--- config.mk ---
export PLATFORM = sky130hd
export DESIGN_NAME = lsf_sequencer
export DESIGN_NICKNAME = d
export VERILOG_FILES = /design/src/lsf_pkg.sv /design/src/lsf_pin_sync.sv /design/src/lsf_sequencer.sv /design/src/lsf_tone_gen.sv
export SDC_FILE = /design/constraint.sdc
export NUM_CORES = 1
export LEC_CHECK = 0
export BUFFER_PORTS_ARGS = -buffer_cell sky130_fd_sc_hd__buf_2
export CORE_ASPECT_RATIO = 1.75
export CORE_UTILIZATION = 60
export CTS_CLUSTER_DIAMETER = 100
export DETAILED_ROUTE_END_ITERATION = 6
export PLACE_DENSITY = 0.89
export RECOVER_POWER = 50
export SYNTH_ARGS = -nofsm -noshare
export SYNTH_HDL_FRONTEND = slang
export SYNTH_SLANG_ARGS = --single-unit
export TNS_END_PERCENT = 5
--- constraint.sdc ---
create_clock -name ref_clk -period 5.4 [get_ports ref_clk]
set_input_delay 0 -clock ref_clk [delete_from_list [all_inputs] [get_ports ref_clk]]
set_output_delay 0 -clock ref_clk [all_outputs]
set_load 0.05 [all_outputs]
--- src/lsf_pkg.sv ---
// Constants, timing counts and types for the loop slave frame sequencer.
// Assumes a 25 MHz ref_clk; the 4.096 MHz oscillator is modelled by a phase accumulator.
package lsf_pkg;
  // Clock rates
  localparam int REF_HZ  = 25_000_000;
  localparam int OSC_HZ  = 4_096_000;
  localparam int OSC_DIV = 32;         // Oscillator to data clock
  // Phase accumulator for half periods of the data clock (256 kHz)
  localparam int          HALF_HZ  = OSC_HZ / (OSC_DIV / 2);
  localparam logic [15:0] NCO_STEP = 16'(HALF_HZ / 1000);
  localparam logic [15:0] NCO_MOD  = 16'(REF_HZ / 1000);
  // Times in microseconds and their cycle counts
  localparam int SILENCE_US  = 250;
  localparam int FRAME_US    = 125;
  localparam int SILENCE_CYC = SILENCE_US * (REF_HZ / 1_000_000);
  localparam int FRAME_CYC   = FRAME_US * (REF_HZ / 1_000_000);
  // Frame layout in data clock periods
  localparam int VOICE_BITS     = 8;
  localparam int CLK_PERIODS    = 16;
  localparam int STROBE_PERIODS = 8;
  localparam int TX_LEAD_HALVES = 4;   // 256 kHz periods before return burst
  localparam logic [4:0] HALF_LAST  = 5'(2 * CLK_PERIODS - 1);
  localparam logic [4:0] STROBE_END = 5'(2 * STROBE_PERIODS);
  localparam logic [4:0] TX_LEAD    = 5'(TX_LEAD_HALVES);
  localparam logic [11:0] FRAME_LAST = 12'(FRAME_CYC - 1);
  // Tone: 500 Hz square wave, frames per half cycle
  localparam int         TONE_HZ     = 500;
  localparam logic [3:0] TONE_FRAMES = 4'((1_000_000 / (2 * TONE_HZ)) / FRAME_US);
  // Tone PCM codes for the two levels
  localparam logic [7:0] TONE_MU_HI = 8'hA0;
  localparam logic [7:0] TONE_MU_LO = 8'h20;
  localparam logic [7:0] TONE_A_HI  = 8'hF5;
  localparam logic [7:0] TONE_A_LO  = 8'h75;
  // Pin synchroniser layout
  localparam int  PIN_W    = 7;
  localparam int  PIN_PWR  = 6;
  localparam int  PIN_LOOP = 5;
  localparam int  PIN_TONE = 4;
  localparam int  PIN_MU   = 3;
  localparam int  PIN_SA   = 2;
  localparam int  PIN_SB   = 1;
  localparam int  PIN_VIN  = 0;
  localparam logic [6:0] PIN_RST = 7'h60;
  // Frame sequencer states
  typedef enum logic [1:0] {
    LSF_IDLE = 2'b01,
    LSF_RUN  = 2'b10
  } lsf_seq_t;
endpackage

--- src/lsf_pin_sync.sv ---
// Three-stage synchroniser for the pins of the loop slave sequencer.
// Assumes asynchronous pins; a bit is taken once stages two and three agree.
`timescale 1ns/1ps
module lsf_pin_sync #(
  parameter int               W       = 1,
  parameter logic [W-1:0]     RST_VAL = '0
) (
  // Clock and reset
  input  wire logic         ref_clk,
  input  wire logic         arst_n,
  // Pins and synchronised levels
  input  wire logic [W-1:0] pin_in,
  output logic      [W-1:0] pin_sync
);
  typedef struct packed {
    logic [W-1:0] s1;
    logic [W-1:0] s2;
    logic [W-1:0] s3;
    logic [W-1:0] q;
  } lsf_sync_t;

  lsf_sync_t r_reg;
  lsf_sync_t r_next;

  // Shift chain; output follows where stages two and three agree
  always_comb begin
    r_next    = r_reg;
    r_next.s1 = pin_in;
    r_next.s2 = r_reg.s1;
    r_next.s3 = r_reg.s2;
    r_next.q  = (r_reg.s2 & ~(r_reg.s2 ^ r_reg.s3)) | (r_reg.q & (r_reg.s2 ^ r_reg.s3));
  end

  // State register
  always_ff @(posedge ref_clk or negedge arst_n) begin
    if (!arst_n) begin
      r_reg <= '{s1: RST_VAL, s2: RST_VAL, s3: RST_VAL, q: RST_VAL};
    end else begin
      r_reg <= r_next;
    end
  end

  assign pin_sync = r_reg.q;
endmodule

--- src/lsf_sequencer.sv ---
// Frame sequencer of the remote end of a burst-mode loop transceiver.
// Assumes a demodulator on ref_clk giving burst_done with data; pins are asynchronous.
// Notes on behaviour
// - Loopback with power on returns demodulated voice instead of collected word.
// - Loopback with power on holds the data clock low, defeating codec port and tone.
// - Valid flag shows clean burst, updated as the output strobe rises.
// - Valid flag drops after 250 us without bursts, no strobe needed.
// - Signalling inputs sampled on strobe rise, or internal tick when free running.
// - Received signalling bits appear on outputs as the output strobe rises.
// - Powered down: receive side only, never transmits.
// - Powered up: one return burst per demodulated master burst.
// - Silent and powered: free 125 us tick, burst every second tick.
// - Power pin weakly driven high on burst, low after 250 us silence.
// - Tone request replaces demodulated voice with PCM 500 Hz square wave.
// - Tone request with no bursts runs clock and strobes internally.
// - Output strobe rises at burst end, high eight data clock periods.
// - Voice shifted out on first eight rising edges, floated otherwise.
// - Data clock 128 kHz, starts with the strobe at burst end.
// - Sixteen clock periods per frame, then low until next burst.
// - Return voice captured on eight falling edges after input strobe rises.
// - Tone coded mu-law when select is one, A-law when zero.
// - Data clock timing derives from the 4.096 MHz oscillator rate; silence and frame timers count ref_clk.
// - Input strobe is the inverse of the output strobe.
// - Return burst starts four 256 kHz periods after burst end.
// - Data clock is oscillator over 32; last low period stretches.
`timescale 1ns/1ps
module lsf_sequencer #(
  parameter int SILENCE_CYC = lsf_pkg::SILENCE_CYC
) (
  // Clock and reset
  input  wire logic       ref_clk,
  input  wire logic       arst_n,
  // Demodulator result
  input  wire logic       burst_done,
  input  wire logic [7:0] rx_voice,
  input  wire logic [1:0] rx_sig,
  input  wire logic       rx_ok,
  // Control pins
  input  wire logic       power_on_n_in,
  output logic            power_on_n_out,
  output logic            power_on_n_oe,
  input  wire logic       self_loop_n,
  input  wire logic       tone_request,
  input  wire logic       companding_select,
  // Signalling pins
  input  wire logic       sig_in_a,
  input  wire logic       sig_in_b,
  output logic            sig_out_a,
  output logic            sig_out_b,
  output logic            valid_frame_flag,
  // Codec port
  output logic            data_clk,
  output logic            out_window_strobe,
  output logic            in_window_strobe,
  output logic            voice_out,
  output logic            voice_out_oe,
  input  wire logic       voice_in,
  // Modulator request
  output logic            tx_start,
  output logic      [9:0] tx_word
);
  import lsf_pkg::*;

  localparam int SIL_W = $clog2(SILENCE_CYC + 1);
  localparam logic [SIL_W-1:0] SIL_LAST = SIL_W'(SILENCE_CYC - 1);

  typedef struct packed {
    lsf_seq_t         st;
    logic [15:0]      acc;
    logic [4:0]       half;
    logic             from_burst;
    logic [7:0]       dem_word;
    logic [7:0]       sh_out;
    logic [7:0]       sh_in;
    logic [7:0]       rx_word;
    logic [SIL_W-1:0] sil_cnt;
    logic             silent;
    logic [11:0]      frm_cnt;
    logic             frm_odd;
    logic             sig_a_l;
    logic             sig_b_l;
    logic             data_clk;
    logic             out_win;
    logic             in_win;
    logic             voice_out;
    logic             voice_oe;
    logic             sig_out_a;
    logic             sig_out_b;
    logic             vflag;
    logic             pwr_out;
    logic             pwr_oe;
    logic             tx_start;
    logic [9:0]       tx_word;
  } lsf_state_t;

  lsf_state_t r_reg;
  lsf_state_t r_next;

  logic [PIN_W-1:0] pin_s;
  logic [7:0]       tone_code;
  logic             pwr_s;
  logic             loop_act;
  logic             tone_s;
  logic             tick;
  logic             frame_tick;
  logic             start;
  logic             start_int;
  logic [16:0]      acc_sum;
  logic [4:0]       half_n;
  logic [7:0]       word;

  // Pin synchronisers
  lsf_pin_sync #(
    .W       (PIN_W),
    .RST_VAL (PIN_RST)
  ) u_sync (
    .ref_clk  (ref_clk),
    .arst_n   (arst_n),
    .pin_in   ({power_on_n_in, self_loop_n, tone_request, companding_select,
                sig_in_a, sig_in_b, voice_in}),
    .pin_sync (pin_s)
  );

  // Tone source advances on every frame start
  lsf_tone_gen u_tone (
    .ref_clk     (ref_clk),
    .arst_n      (arst_n),
    .frame_pulse (start),
    .mu_law      (pin_s[PIN_MU]),
    .tone_code   (tone_code)
  );

  // Decoded control levels
  assign pwr_s     = pin_s[PIN_PWR];
  assign loop_act  = ~pin_s[PIN_LOOP] & pwr_s;
  assign tone_s    = pin_s[PIN_TONE];
  assign acc_sum   = {1'b0, r_reg.acc} + {1'b0, NCO_STEP};
  assign start_int = frame_tick & tone_s & ~burst_done;
  assign start     = burst_done | start_int;
  assign half_n    = r_reg.half + 5'h1;
  assign word      = tone_s ? tone_code : rx_voice;

  // Next-state logic
  always_comb begin
    r_next          = r_reg;
    r_next.tx_start = 1'b0;
    r_next.pwr_oe   = 1'b1;
    tick            = 1'b0;
    frame_tick      = 1'b0;
    // Oscillator-rate phase accumulator, one tick per data clock half
    if (acc_sum >= {1'b0, NCO_MOD}) begin
      r_next.acc = 16'(acc_sum - {1'b0, NCO_MOD});
      tick       = 1'b1;
    end else begin
      r_next.acc = acc_sum[15:0];
    end
    // Silence timer and weak power drive
    // Burst tested first so it wins over an expiring timer
    if (burst_done) begin
      r_next.sil_cnt = '0;
      r_next.silent  = 1'b0;
      r_next.pwr_out = 1'b1;
    end else if (r_reg.sil_cnt == SIL_LAST) begin
      r_next.silent  = 1'b1;
      r_next.vflag   = 1'b0;
      r_next.pwr_out = 1'b0;
    end else begin
      r_next.sil_cnt = r_reg.sil_cnt + SIL_W'(1);
    end
    // Free-running frame tick while silent
    if (!r_reg.silent) begin
      r_next.frm_cnt = 12'h000;
      r_next.frm_odd = 1'b0;
    end else if (r_reg.frm_cnt == FRAME_LAST) begin
      r_next.frm_cnt = 12'h000;
      r_next.frm_odd = ~r_reg.frm_odd;
      frame_tick     = 1'b1;
    end else begin
      r_next.frm_cnt = r_reg.frm_cnt + 12'h001;
    end
    // Free-running return burst on every second tick
    if (frame_tick && r_reg.frm_odd && pwr_s && !burst_done) begin
      r_next.sig_a_l  = pin_s[PIN_SA];
      r_next.sig_b_l  = pin_s[PIN_SB];
      r_next.tx_start = 1'b1;
      r_next.tx_word  = {r_reg.rx_word, pin_s[PIN_SA], pin_s[PIN_SB]};
    end
    // Sequencer
    case (r_reg.st)
      LSF_RUN: begin
        if (tick) begin
          r_next.half = half_n;
          if (r_reg.half == HALF_LAST) begin
            r_next.st       = LSF_IDLE;
            r_next.data_clk = 1'b0;
            r_next.half     = r_reg.half;
          end else begin
            r_next.data_clk = ~half_n[0];
          end
          if (r_reg.half != HALF_LAST && !half_n[0] && half_n < STROBE_END) begin
            r_next.voice_out = r_reg.sh_out[7];
            r_next.sh_out    = {r_reg.sh_out[6:0], 1'b0};
          end
          if (half_n == STROBE_END) begin
            r_next.out_win  = 1'b0;
            r_next.in_win   = 1'b1;
            r_next.voice_oe = 1'b0;
          end
          if (half_n[0] && half_n > STROBE_END) begin
            r_next.sh_in = {r_reg.sh_in[6:0], pin_s[PIN_VIN]};
            // Collected word frozen while powered down
            if (half_n == HALF_LAST && pwr_s) begin
              r_next.rx_word = {r_reg.sh_in[6:0], pin_s[PIN_VIN]};
            end
          end
          if (half_n == TX_LEAD && r_reg.from_burst && pwr_s) begin
            r_next.tx_start = 1'b1;
            r_next.tx_word  = {loop_act ? r_reg.dem_word : r_reg.rx_word,
                               r_reg.sig_a_l, r_reg.sig_b_l};
          end
        end
      end
      default: begin
        r_next.st = LSF_IDLE;
      end
    endcase
    // Frame start: burst end or internal tone frame
    // Applied after the sequencer so a new burst restarts a running frame
    if (start) begin
      r_next.st         = LSF_RUN;
      r_next.half       = 5'h00;
      r_next.acc        = 16'h0000;
      r_next.from_burst = burst_done;
      r_next.data_clk   = 1'b1;
      r_next.out_win    = 1'b1;
      r_next.in_win     = 1'b0;
      r_next.voice_oe   = 1'b1;
      r_next.voice_out  = word[7];
      r_next.sh_out     = {word[6:0], 1'b0};
      r_next.sig_a_l    = pin_s[PIN_SA];
      r_next.sig_b_l    = pin_s[PIN_SB];
      if (burst_done) begin
        r_next.dem_word  = rx_voice;
        r_next.sig_out_a = rx_sig[1];
        r_next.sig_out_b = rx_sig[0];
        r_next.vflag     = rx_ok;
      end
    end
    // Powered down: no transmission
    if (!pwr_s) begin
      r_next.tx_start = 1'b0;
    end
    // Loopback defeats the data clock
    if (loop_act) begin
      r_next.data_clk = 1'b0;
    end
  end

  // State register
  always_ff @(posedge ref_clk or negedge arst_n) begin
    if (!arst_n) begin
      r_reg        <= '0;
      r_reg.st     <= LSF_IDLE;
      r_reg.in_win <= 1'b1;
    end else begin
      r_reg <= r_next;
    end
  end

  // Outputs
  assign power_on_n_out    = r_reg.pwr_out;
  assign power_on_n_oe     = r_reg.pwr_oe;
  assign sig_out_a         = r_reg.sig_out_a;
  assign sig_out_b         = r_reg.sig_out_b;
  assign valid_frame_flag  = r_reg.vflag;
  assign data_clk          = r_reg.data_clk;
  assign out_window_strobe = r_reg.out_win;
  assign in_window_strobe  = r_reg.in_win;
  assign voice_out         = r_reg.voice_out;
  assign voice_out_oe      = r_reg.voice_oe;
  assign tx_start          = r_reg.tx_start;
  assign tx_word           = r_reg.tx_word;
endmodule

--- src/lsf_tone_gen.sv ---
// PCM square-wave tone source for the loop slave sequencer.
// Assumes frame_pulse marks each frame start, one per 125 us frame.
`timescale 1ns/1ps
module lsf_tone_gen (
  // Clock and reset
  input  wire logic       ref_clk,
  input  wire logic       arst_n,
  // Frame timing and coding law
  input  wire logic       frame_pulse,
  input  wire logic       mu_law,
  // Tone word
  output logic      [7:0] tone_code
);
  import lsf_pkg::*;

  typedef struct packed {
    logic [3:0] cnt;
    logic       hi;
    logic [7:0] code;
  } lsf_tone_t;

  lsf_tone_t r_reg;
  lsf_tone_t r_next;

  // Level flips every TONE_FRAMES frames, code follows law and level
  always_comb begin
    r_next = r_reg;
    if (frame_pulse) begin
      if (r_reg.cnt == TONE_FRAMES - 4'h1) begin
        r_next.cnt = 4'h0;
        r_next.hi  = ~r_reg.hi;
      end else begin
        r_next.cnt = r_reg.cnt + 4'h1;
      end
    end
    if (mu_law) begin
      r_next.code = r_next.hi ? TONE_MU_HI : TONE_MU_LO;
    end else begin
      r_next.code = r_next.hi ? TONE_A_HI : TONE_A_LO;
    end
  end

  // State register
  always_ff @(posedge ref_clk or negedge arst_n) begin
    if (!arst_n) begin
      r_reg <= '{cnt: 4'h0, hi: 1'b0, code: TONE_A_LO};
    end else begin
      r_reg <= r_next;
    end
  end

  assign tone_code = r_reg.code;
endmodule

# Word-level counts from Yosys, hierarchy flattened
# Index checks and enable logic that the tools add are counted.
# totals
rom_bits	0
latch_bits	0
n_memories	0
elab_cells	146
regBits	147
ram_bits	0
# op_classes
shifts	0
order_cmp	3
multipliers	0
div_mod_pow	0
n_bitwise	14
n_reduce_logical	27
muxes	49
add_sub_neg	6
eq_ne	14
# op_table
operator	n
$mux W8	8
$mux W24	2
$mux W11	4
$mux W40	1
$mux W16	2
$mux W13	2
$mux W5	5
$add A16 B9 Y17 const B	1
$ge A17 B15 Y1 const B	1
$sub A16 B15 Y16 const B	1
$eq A5 B5 Y1 const B	3
$and A7 B7 Y7	2
$mux W1	14
$mux W14	1
$add A13 B1 Y13 const B	1
$eq A13 B13 Y1 const B	1
$add A12 B1 Y12 const B	1
$eq A12 B12 Y1 const B	1
$mux W12	1
$mux W2	6
$reduce_and A3 Y1	4
$reduce_bool A2 Y1	6
$mux W10	1
$logic_and A1 B1 Y1	9
23 further kinds	35

# Depth between registers and ports, before layout
# depth
depth_word	11
mapped_depth	11
ltp_nobuf	9

# Hierarchy
# From an unflattened synthesis, not the netlist that was laid out.
# unflattened
hier_cells	555
hier_area_um2	6256.0
# modules_own_cells
module	cells_per_inst	seq_area_each_um2	area_each_um2	n_inst
lsf_sequencer	483	2504.9	5079.9	1
lsf_pin_sync	42	710.7	842.1	1
lsf_tone_gen	30	151.4	334.1	1

# Least setup slack after synthesis
# OpenSTA, ideal clock, no wires.
# synth_path
path_kind	flip-flop to flip-flop
from	register r_reg[96] in the netlist's numbering
to	register r_reg, in the netlist tx_word[2]
synth_period_minus_slack_ns	2.573
path_stages_with_launch	10
n_path_buf	1
required_ns	5.254
setup_slack_ns	2.827
setup_time_ns	0.146
arrival_ns	2.428
path_cell_list	dfrtp_1 > ha_1 > clkbuf_1 > nand2_1 > o21ai_1 > a32o_1 > a21o_4 > a2111oi_4 > mux2i_1 > a211oi_1
# synth_lines
item	line_no	rtl
start, declared	lsf_sequencer.sv:96	lsf_state_t r_reg;
start signal, assigned	lsf_sequencer.sv:266	r_reg <= r_next;

==> out/results.tsv <==
stage	metric	value	unit
finish	multi_input_area	2490	µm²
synth	yosysWarnings	0	
sta	period_share	64.3	%
placed_design	gp_congestion	0.864	
synth	ys.flop_type	dfrtp_1	
die	die_x	78.4	µm
detailed_routing	vias_per_cell	5.94	
detailed_routing	drc_errors	0	
worst_setup_path	cp_slowest_cell	a2111oi_4	
synth	synthTopCellsByArea	dfrtp_1, dfstp_2, nor2_1, mux2_2, xnor2_1	
global_route	grt_pass1_wl	22000	µm
power	power.density	361	nW/µm²
sta	finalMaxSlewViolations	0	
detailed_routing	wirelength	13500	µm
power	power_leakage	0.00309	µW
min_path	hold_class	input pin to flop	
detailed_routing	via_count	4432	
sta	timing.final.crit_period	3.47	ns
worst_setup_path	crit_family	compound AO/OA/AOI/OAI gates	
sta	setup_viol	0	
power	clkPwrFrac	49.2	%
die	die_h	136	µm
global_route	grt_use_total	27.5	%
synth	synthCells	557	
clock_network	cts-buffers-inserted	17	
finish	fillers	632	
die	core	9910	µm²
worst_setup_path	worst-path-max-fanout	13	
clock_network	clock-sinks	134	
sta	rsz0062_at_grt	no	
synth	synthMuxAreaShare	6.86	%
synth	synth-edff-count	0	
worst_setup_path	critPathKind	flop to flop	
die	ioPinCount	42	
sta	tns	0	ns
power	p_seq_share	43.1	%
detailed_routing	final_antenna_net_count	0	
synth	synth-simple-area-share	15.1	%
clock_network	insertion_delay	0.41	ns
status	status	complete, no violations	
clock_network	cts_tree	yes	
finish	layout_common_cells	dfrtp_1, nor2_1, nand2_1	
clock_network	postCtsSetupBuffers	0	
detailed_routing	wl_per_cell	18.1	µm
synth	synth-adder-area-share	3.59	%
synth	synth-seq-cells	134	
synth	synth_cell_types	60	
global_route	grt_pass1_vias	4630	
power	p_sw	603	µW
clock_network	htree_levels	4	
power	intPower	1990	µW
finish	area_delta_synth_final	17.0	%
synth	synth_xor_xnor_area_share	5.43	%
worst_setup_path	critical_path.endpoint_type	flop	
synth	avgSynthCellArea	11.0	µm²
die	start_util	61.9	%
die	die-area	10600	µm²
die	rows	48	
worst_setup_path	cp.required	5.65	ns
clock_network	max-clock-path-buffers	2	
global_route	antenna_found_initial	0	
power	swShare	23.3	%
finish	layout-drive-gt1-share	14.7	%
power	comb_power_share	7.7	%
finish	largest_reg_flops	80	
placed_design	hpwl	8040	µm
run	maxCapViolCount	0	
sta	final_hold_viol_count	0	
sta	fin_skew	0.00780	ns
worst_setup_path	max_stage_delay	0.75	ns
global_route	grt_max_degree	83	
synth	async_flop_share	100	%
synth	syn_area	6130	µm²
sta	relSlewSlack	27.3	%
sta	tightest_slew	1.09	ns
worst_setup_path	arrival	3.72	ns
worst_setup_path	start_kind	flop	
finish	antennaDiodeCount	0	
power	ir_drop	0.000347	V
clock_network	cts-root-buf	clkbuf_16	
global_route	grt_overflow	0	
synth	synth_seq_area_share	54.9	%
detailed_routing	first_pass_iters	6	
synth	synth_top_family_by_area	simple AND/OR/NAND/NOR gates	
synth	synthesis.nets	590	
worst_setup_path	crit_chain	ha_1 -> or2_2 -> o21ai_1 -> a32o_1 -> a21o_4 -> a2111oi_4 -> mux2i_1 -> a211oi_1	
synth	synth_area_leader_cell	dfrtp_1	
placed_design	io_buffer_count	41	
finish	fin_nets	641	
sta	fmaxAchievable	288	MHz
worst_setup_path	critPathBufInv	0	
synth	synth_top_area_share	50.2	%
finish	final-seq-area	3370	µm²
sta	holdWs	0.115	ns
synth	synth-compound-area-share	9.39	%
detailed_routing	drt-initial-drc-count	371	
finish	final_common_cell	dfrtp_1	
clock_network	clk_pin_slew	0.06	ns
[Yosys cell counts (2+ instances only)]
cell type  count
o211ai_1       3
nand3_1       18
and2_1         3
and4b_1        2
a21o_1         6
ha_1          12
nor3_1        18
a21oi_1       24
nand4_1        7
o21ai_0        7
a22oi_1        2
xor2_1        15
mux2_2        18
and3_1         8
o32a_1         2
buf_4         11
nor2_1        57
o21a_1         3
nand3b_1       2
nor4_1         2
nor2b_1        4
inv_1         26
a31oi_1        2
buf_2          4
nor3b_1        4
xnor2_1       23
or2_2          3
nand2_1       39
maj3_1         7
mux2_1        14
nand2b_1      10
a211oi_1      14
clkbuf_1      15
dfrtp_1      123
mux2i_1        6
buf_6          2
and3b_1        2
dfstp_2       11
a221oi_1       2
or3_1          5
o22ai_1        2
[per-stage QoR]
step	util (%)	std cells	area, µm²	setup slack (ns)	total power [µW]
final	72.4	746	7170	1.93	2590
after global routing	72.4	746	7170	1.72	2670
after CTS	72.7	746	7200	1.98	2600
after detailed placement	64.1	695	6350	2.15	1320
after global placement	64.1	695	6350	2.26	1300
after floorplan	-	557	6130	2.83	1250
[repair_timing]
item | 4_1_cts | 5_1_grt
hold buffers | 19 | 0
gates resized for setup | 0 | 0
endpoints found under the hold margin | 95 | 0
endpoints found under the setup margin | 0 | 0
[layer usage]
metal	GRT usage [%]	vias up	routed length [µm]
met5	0	-	0
met4	17.3	0	593
met3	5.66	48	465
met2	48.6	136	7360
met1	29.7	2237	5060
li1	-	2011	-
[worst register-to-register path: stages (launching register included)]
cell and delay (ns):
dfrtp_1 0.43, ha_1 0.40, or2_2 0.19, o21ai_1 0.09
a32o_1 0.28, a21o_4 0.29, a2111oi_4 0.76, mux2i_1 0.67
a211oi_1 0.20
[worst paths after layout]
path                              startpoint               end  slack [ns]  cells past startpoint
setup / recovery                   r_reg[96]        tx_word[9]        1.93                      8
hold / removal                    burst_done         r_reg[47]        0.11                      2
setup reg to reg                   r_reg[96]        tx_word[9]        1.93                      8
hold reg to reg            u_sync.r_next[15]  u_sync.r_next[8]        0.35                      0
max in group asynchronous             arst_n         r_reg[37]        3.86                      3
min in group asynchronous             arst_n        r_reg[102]        0.28                      2
[final cells by class]
cell class                 count  area share [%]
sequential                   134            46.9
multi-input combinational    364            34.7
clock buffer                  20            6.37
timing repair buffer          65            5.69
clock inverter                12            2.81
tap                          125            2.18
inverter                      26            1.36
[power groups by stage]
stage / combinational [µW] / sequential, µW / clock (µW)
after floorplan: 117 / 1130 / 0
after global placement: 179 / 1130 / 0
after detailed placement: 187 / 1130 / 0
after CTS: 202 / 1120 / 1290
after global routing: 219 / 1120 / 1330
final: 200 / 1120 / 1270
[cell families (layout without fill, tap and decap cells)]
family | count (synthesis) | count (layout)
XOR/XNOR | 38 | 38
other | 1 | 1
AO/OA/AOI/OAI | 80 | 80
buffers and inverters | 59 | 123
adder cells (fa/ha/maj) | 19 | 19
AND/OR/NAND/NOR | 188 | 188
flip-flops | 134 | 134
multiplexers | 38 | 38
Power figures use the tool's default switching activity.
